### src/tcs_pkg.sv
// Constants, types and register map for the timer control set/clear block
package tcs_pkg;

    // ****************************************
    // Register map
    // ****************************************
    localparam logic [7:0] IDX_CLEAR_ALIAS = 8'h04;
    localparam logic [7:0] IDX_SET_ALIAS   = 8'h05;
    localparam logic [7:0] IDX_SYNC_BUSY   = 8'h08;
    localparam logic [9:0] ADDR_CLEAR_ALIAS = {IDX_CLEAR_ALIAS, 2'b00};
    localparam logic [9:0] ADDR_SET_ALIAS   = {IDX_SET_ALIAS, 2'b00};
    localparam logic [9:0] ADDR_SYNC_BUSY   = {IDX_SYNC_BUSY, 2'b00};
    localparam logic [7:0] CTRL_RESET       = 8'h00;
    localparam int         SYNC_BUSY_BIT    = 2;

    // ****************************************
    // Command codes
    // ****************************************
    localparam logic [2:0] CMD_NONE      = 3'h0;
    localparam logic [2:0] CMD_RETRIGGER = 3'h1;
    localparam logic [2:0] CMD_STOP      = 3'h2;
    localparam logic [2:0] CMD_UPDATE    = 3'h3;
    localparam logic [2:0] CMD_COUNT_READ_SYNC_COMMAND  = 3'h4;
    localparam logic [2:0] CMD_DMA       = 3'h5;
    localparam logic [1:0] RAMP_TOGGLE   = 2'h0;
    localparam logic [1:0] RAMP_FORCE_B  = 2'h1;
    localparam logic [1:0] RAMP_FORCE_A  = 2'h2;
    localparam logic [1:0] RAMP_HOLD     = 2'h3;

    // ****************************************
    // Timing
    // ****************************************
    localparam logic [3:0] SYNC_CYCLES = 4'h3;

    // ****************************************
    // Types
    // ****************************************
    typedef enum logic [3:0] {
        SEL_NONE = 4'b0001,
        SEL_CLR  = 4'b0010,
        SEL_SET  = 4'b0100,
        SEL_BUSY = 4'b1000
    } tcs_sel_t;

    typedef struct packed {
        logic [2:0] cmd;
        logic [1:0] ramp_cmd;
        logic       single_run;
        logic       lock;
        logic       dir;
    } tcs_ctrl_t;

    typedef struct packed {
        logic retrigger;
        logic stop;
        logic force_update;
        logic read_sync;
        logic dma_trigger;
        logic buffer_copy;
        logic counter_halt;
    } tcs_pulse_t;

    typedef struct packed {
        tcs_ctrl_t   ctrl;
        logic        busy;
        logic [3:0]  sync_cnt;
        logic        ramp_flag;
        tcs_pulse_t  pulses;
        logic        pready;
        logic        pslverr;
        logic [31:0] prdata;
    } tcs_state_t;

endpackage

### src/tcs_timer_ctrl.sv
// Control set/clear alias register block with command crossing and sync busy
`timescale 1ns/1ps
module tcs_timer_ctrl #(
    parameter logic [3:0] SYNC_CYCLES = tcs_pkg::SYNC_CYCLES
) (
    input  wire logic               core_clk,
    input  wire logic               arst_n,
    input  wire logic [31:0]        paddr,
    input  wire logic               psel,
    input  wire logic               penable,
    input  wire logic               pwrite,
    input  wire logic [31:0]        pwdata,
    input  wire logic [3:0]         pstrb,
    output logic [31:0]             prdata,
    output logic                    pready,
    output logic                    pslverr,
    input  wire logic               timer_tick,
    input  wire logic               update_cond,
    input  wire logic               wrap_event,
    input  wire logic               two_ramp_mode,
    input  wire logic               capture_enable,
    output logic                    count_down,
    output logic                    single_run_mode,
    output logic                    buffer_update_lock,
    output logic                    ramp_cycle_flag,
    output logic                    sync_busy,
    output tcs_pkg::tcs_pulse_t     pulses
);

    // ****************************************
    // Address decode
    // ****************************************
    function automatic tcs_pkg::tcs_sel_t decode(input logic [31:0] addr);
        tcs_pkg::tcs_sel_t sel;
        sel = tcs_pkg::SEL_NONE;
        if (addr[31:10] == 22'h0)
        begin
            case (addr[9:0])
                tcs_pkg::ADDR_CLEAR_ALIAS: sel = tcs_pkg::SEL_CLR;
                tcs_pkg::ADDR_SET_ALIAS:   sel = tcs_pkg::SEL_SET;
                tcs_pkg::ADDR_SYNC_BUSY:   sel = tcs_pkg::SEL_BUSY;
                default:                   sel = tcs_pkg::SEL_NONE;
            endcase
        end
        return sel;
    endfunction

    tcs_pkg::tcs_state_t state_reg;
    tcs_pkg::tcs_state_t state_next;
    tcs_pkg::tcs_sel_t   setup_sel;
    tcs_pkg::tcs_sel_t   access_sel;
    logic                write_go;
    tcs_pkg::tcs_ctrl_t  wr;

    assign setup_sel  = decode(paddr);
    assign access_sel = decode(paddr);
    assign write_go   = psel && penable && state_reg.pready && pwrite && pstrb[0];
    assign wr         = tcs_pkg::tcs_ctrl_t'(pwdata[7:0]);

    // ****************************************
    // Next state
    // ****************************************
    always_comb
    begin
        state_next         = state_reg;
        state_next.pulses  = '0;
        state_next.pready  = 1'b0;
        state_next.pslverr = 1'b0;
        state_next.prdata  = 32'h0000_0000;

        if (state_reg.busy)
        begin
            if (state_reg.sync_cnt <= 4'h1)
            begin
                state_next.busy     = 1'b0;
                state_next.sync_cnt = 4'h0;
            end
            else
            begin
                state_next.sync_cnt = state_reg.sync_cnt - 4'h1;
            end
        end

        if (!state_reg.busy && timer_tick && state_reg.ctrl.cmd != tcs_pkg::CMD_NONE)
        begin
            state_next.ctrl.cmd = tcs_pkg::CMD_NONE;
            case (state_reg.ctrl.cmd)
                tcs_pkg::CMD_RETRIGGER: state_next.pulses.retrigger    = 1'b1;
                tcs_pkg::CMD_STOP:      state_next.pulses.stop         = 1'b1;
                tcs_pkg::CMD_UPDATE:    state_next.pulses.force_update = 1'b1;
                tcs_pkg::CMD_COUNT_READ_SYNC_COMMAND:  state_next.pulses.read_sync    = 1'b1;
                tcs_pkg::CMD_DMA:       state_next.pulses.dma_trigger  = 1'b1;
                default:                state_next.pulses.retrigger    = 1'b0;
            endcase
        end

        state_next.pulses.counter_halt = state_next.pulses.stop
                                         || (state_reg.ctrl.single_run && wrap_event);

        state_next.pulses.buffer_copy = update_cond && (!state_reg.ctrl.lock || capture_enable);

        if (update_cond && two_ramp_mode && !state_reg.busy)
        begin
            case (state_reg.ctrl.ramp_cmd)
                tcs_pkg::RAMP_FORCE_B: state_next.ramp_flag = 1'b1;
                tcs_pkg::RAMP_FORCE_A: state_next.ramp_flag = 1'b0;
                tcs_pkg::RAMP_HOLD:    state_next.ramp_flag = state_reg.ramp_flag;
                default:               state_next.ramp_flag = !state_reg.ramp_flag;
            endcase
            state_next.ctrl.ramp_cmd = tcs_pkg::RAMP_TOGGLE;
        end

        // APB setup phase
        if (psel && !penable)
        begin
            state_next.pready = 1'b1;
            case (setup_sel)
                tcs_pkg::SEL_CLR:  state_next.prdata = {24'h00_0000, state_reg.ctrl};
                tcs_pkg::SEL_SET:  state_next.prdata = {24'h00_0000, state_reg.ctrl};
                tcs_pkg::SEL_BUSY: state_next.prdata[tcs_pkg::SYNC_BUSY_BIT] = state_reg.busy;
                default:           state_next.pslverr = 1'b1;
            endcase
        end

        // Software write wins over hardware clear
        if (write_go)
        begin
            case (access_sel)
                tcs_pkg::SEL_CLR:
                begin
                    if (wr.cmd != tcs_pkg::CMD_NONE)
                    begin
                        state_next.ctrl.cmd = tcs_pkg::CMD_NONE;
                    end
                    if (wr.ramp_cmd != tcs_pkg::RAMP_TOGGLE)
                    begin
                        state_next.ctrl.ramp_cmd = tcs_pkg::RAMP_TOGGLE;
                    end
                    state_next.ctrl.single_run = state_next.ctrl.single_run && !wr.single_run;
                    state_next.ctrl.lock       = state_next.ctrl.lock && !wr.lock;
                    state_next.ctrl.dir        = state_next.ctrl.dir && !wr.dir;
                    state_next.busy     = 1'b1;
                    state_next.sync_cnt = SYNC_CYCLES;
                end
                tcs_pkg::SEL_SET:
                begin
                    if (wr.cmd != tcs_pkg::CMD_NONE)
                    begin
                        state_next.ctrl.cmd = wr.cmd;
                    end
                    if (wr.ramp_cmd != tcs_pkg::RAMP_TOGGLE)
                    begin
                        state_next.ctrl.ramp_cmd = wr.ramp_cmd;
                    end
                    state_next.ctrl.single_run = state_next.ctrl.single_run || wr.single_run;
                    state_next.ctrl.lock       = state_next.ctrl.lock || wr.lock;
                    state_next.ctrl.dir        = state_next.ctrl.dir || wr.dir;
                    state_next.busy     = 1'b1;
                    state_next.sync_cnt = SYNC_CYCLES;
                end
                default:
                begin
                    state_next.busy = state_next.busy;
                end
            endcase
        end
    end

    // ****************************************
    // State register
    // ****************************************
    always_ff @(posedge core_clk or negedge arst_n)
    begin
        if (!arst_n)
        begin
            state_reg      <= '0;
            state_reg.ctrl <= tcs_pkg::tcs_ctrl_t'(tcs_pkg::CTRL_RESET);
        end
        else
        begin
            state_reg <= state_next;
        end
    end

    // ****************************************
    // Outputs
    // ****************************************
    assign prdata             = state_reg.prdata;
    assign pready             = state_reg.pready;
    assign pslverr            = state_reg.pslverr;
    assign count_down         = state_reg.ctrl.dir;
    assign single_run_mode    = state_reg.ctrl.single_run;
    assign buffer_update_lock = state_reg.ctrl.lock;
    assign ramp_cycle_flag    = state_reg.ramp_flag;
    assign sync_busy          = state_reg.busy;
    assign pulses             = state_reg.pulses;

endmodule

### config.mk
export PLATFORM = sky130hd
export DESIGN_NAME = tcs_timer_ctrl
export DESIGN_NICKNAME = d
export VERILOG_FILES = /design/src/tcs_pkg.sv /design/src/tcs_timer_ctrl.sv
export SDC_FILE = /design/constraint.sdc
export NUM_CORES = 1
export LEC_CHECK = 0
export ABC_AREA = 1
export BUFFER_PORTS_ARGS = -buffer_cell sky130_fd_sc_hd__clkbuf_2
export CAP_MARGIN = 20
export CORE_ASPECT_RATIO = 0.9
export CORE_UTILIZATION = 35
export DETAILED_ROUTE_END_ITERATION = 8
export PLACE_DENSITY = 0.7
export SLEW_MARGIN = 20
export SYNTH_ARGS = -nofsm -noshare
export SYNTH_HDL_FRONTEND = slang
export SYNTH_SLANG_ARGS = --single-unit
### constraint.sdc
create_clock -name core_clk -period 1.25 [get_ports core_clk]
set_clock_uncertainty 0.15 [all_clocks]
set_input_delay 0.0625 -clock core_clk [delete_from_list [all_inputs] [get_ports core_clk]]
set_output_delay 0.0625 -clock core_clk [all_outputs]
set_load 0.02 [all_outputs]
==> impl_metrics.yaml <==
placement:
  dp_slack_ps: -191.3
  place_congestion: 0.8414
  dpl.hpwl_um: 2959
  place_area_sq_um: 2242
  portBuffers: 72
floorplan:
  start_util_pct: 36.69
  die_y_um: 72.62
  die_w_um: 80.47
  coreArea_sq_um: 5286
  row_count: 25
  io_pins: 124
  die_area_sq_um: 5843
finish:
  layout_commonest_cell: "clkbuf_2"
  final_nets: 395
  final_cell_mix: "clkbuf_2, nand2_1, dfrtp_1"
  nFillCells: 491
  area_growth_pct: 35.35
  n_antenna_cell: 0
  stdcell_area_sq_um: 2625
  drive_above_1_share_pct: 44.59
  multi_input_area_sq_um: 933.4
  register_area_sq_um: 778.2
  largest_register_ffs: 9
  finish.utilization_pct: 49.66
cts:
  clockRootBuffer: "clkbuf_8"
  cts_buffers: 5
  clkTransAtPathRegs_ps: 60
  clock_sinks: 31
  insertion_delay_ps: 280
  max-clock-path-buffers: 2
  cts_htree_levels: 2
  cts_tree: "yes"
timing:
  fin_ws_ps: -199.7
  period_share_pct: 116.0
  hold_slack_ps: -4.938
  min_period_ps: 1450
  fmax_mhz: 689.8
  slew_violations: 0
  hold_viol: 1
  setup_viol: 5
  rsz0062_at_grt: "yes"
hold_path:
  min_path_type: "in2reg"
  hold_depth: 3
routing:
  viasPerCell: 4.294
  drt_iter0_markers: 58
  routed_wl_um: 3831
  first_pass_iters: 4
  routedWlPerCell_um: 10.06
  drtAntennaViolNets: 0
  via_count: 1636
  drcViolationCount: 0
grt:
  grt_pass1_vias: 1445
  grt_max_degree: 32
  grt_pass1_wl_um: 6251
  grt.total_usage_pct: 14.34
  grt_antenna_before_repair: 0
  grt-ovfl-total: 0
power_and_ir_drop:
  p_total_mw: 2.178
  power.share.clock_pct: 38.8
  p_int_mw: 1.645
  p_switching_mw: 0.5331
  p_leak_nw: 1.421
  pwr-share-seq_pct: 46.9
  irDropWorstVdd_uv: 618.5
  p_comb_share_pct: 14.2
  swShare_pct: 24.48
  p_per_area_nw_per_um2: 829.7
synth:
  synth_seq_area_share_pct: 40.00
  syn_area_sq_um: 1939
  yosys.cell_types.count: 32
  synthCells: 222
  ys_ff_latch: 31
  synth.avg_cell_area_sq_um: 8.736
  ys_warn_count: 0
job:
  drv_cap: 0
critical_path:
  crit_path_end_kind: "flop"
  critPathRequiredTime_ps: 1280
  worst_setup_path_start_kind: "flop"
  rrSetupSlack_ps: -200
  cp.arrival_ps: 1480
  crit_type: "reg2reg"
  r2r_cells: 8
  crit_fanout: 4
outcome:
  status: "finished with violations"
  violations: "negative hold slack, negative setup slack"
-- critical path: stages, from the launching register on --
cell and delay (ps):
dfrtp_1 410, inv_2 70, buf_4 130, buf_4 120, nand3_1 80, xor2_1 180
o22ai_2 100, nand2_1 70, inv_1 40
-- synthesized netlist by cell type (all sizes together) --
master	number	area, sq um
xor2	2	17.52
nor3	4	20.02
nand4	9	68.81
nand2	41	190.2
dfrtp	31	775.7
nor2	39	244.0
or3	1	6.260
inv	21	78.83
buf	41	302.8
o21a	2	15.01
or2	2	15.02
a21oi	1	5.000
o211ai	4	30.03
a21boi	1	7.510
o21ai	3	15.01
conb	1	3.750
ha	4	50.05
o22ai	1	6.260
nand3	14	87.59
-- stage by stage --
stage	std cells	hold WS, ps	TNS (ps)
after floorplan	245	-383.1	-250.7
after global placement	351	-54.58	-1032
after detailed placement	351	-46.03	-1487
after CTS	379	-13.05	-552.6
after global routing	381	32.95	-1407
final	381	-4.938	-812.5
-- cells by family after synthesis --
kind of cell,share of synthesized area [%]
compound gates,4.064
xor+xnor,0.9034
fa+ha+maj,2.581
buf+inv,19.68
flops,40.00
other cells,0.1934
simple gates,32.58
-- power groups by stage --
stage / Clock [mW] / Combinational [mW] / Sequential [mW]
after global routing: 0.911 / 0.342 / 1.02
after detailed placement: 0 / 0.268 / 1.04
final: 0.846 / 0.309 / 1.02
after floorplan: 0 / 0.184 / 1.05
after CTS: 0.868 / 0.310 / 1.02
after global placement: 0 / 0.265 / 1.04
-- repair_timing --
item | CTS | global route
pin swaps | 10 | 8
setup buffers | 4 | 3
hold buffers | 16 | 0
hold endpoints to repair | 52 | 0
gates resized for setup | 7 | 12
endpoints found under the setup margin | 14 | 12
-- area by class of cell --
| cell class | count | area share (%) |
|---|---|---|
| Timing Repair Buffer | 102 | 24.79 |
| Tap cell | 67 | 3.194 |
| Clock buffer | 8 | 3.813 |
| Multi-Input combinational cell | 152 | 35.56 |
| Sequential cell | 31 | 29.65 |
| Inverter | 21 | 3.003 |
-- final timing paths --
check                                   start       endpoint
worst max-delay path            state_reg[42]  state_reg[45]
worst min-delay path                 paddr[2]        pslverr
worst max register to register  state_reg[42]  state_reg[45]
worst min register to register  state_reg[54]      pulses[6]
max in group asynchronous              arst_n      sync_busy
min in group asynchronous              arst_n      prdata[6]
-- routing by layer --
metal,global-route usage (%),vias to the layer above,routed length [um]
li1,-,824,-
met1,16.44,736,1555
met2,25.24,71,1964
met3,3.750,5,244
met4,5.952,0,66
met5,0,-,0
Note: power is estimated with default switching activity, not from simulation.
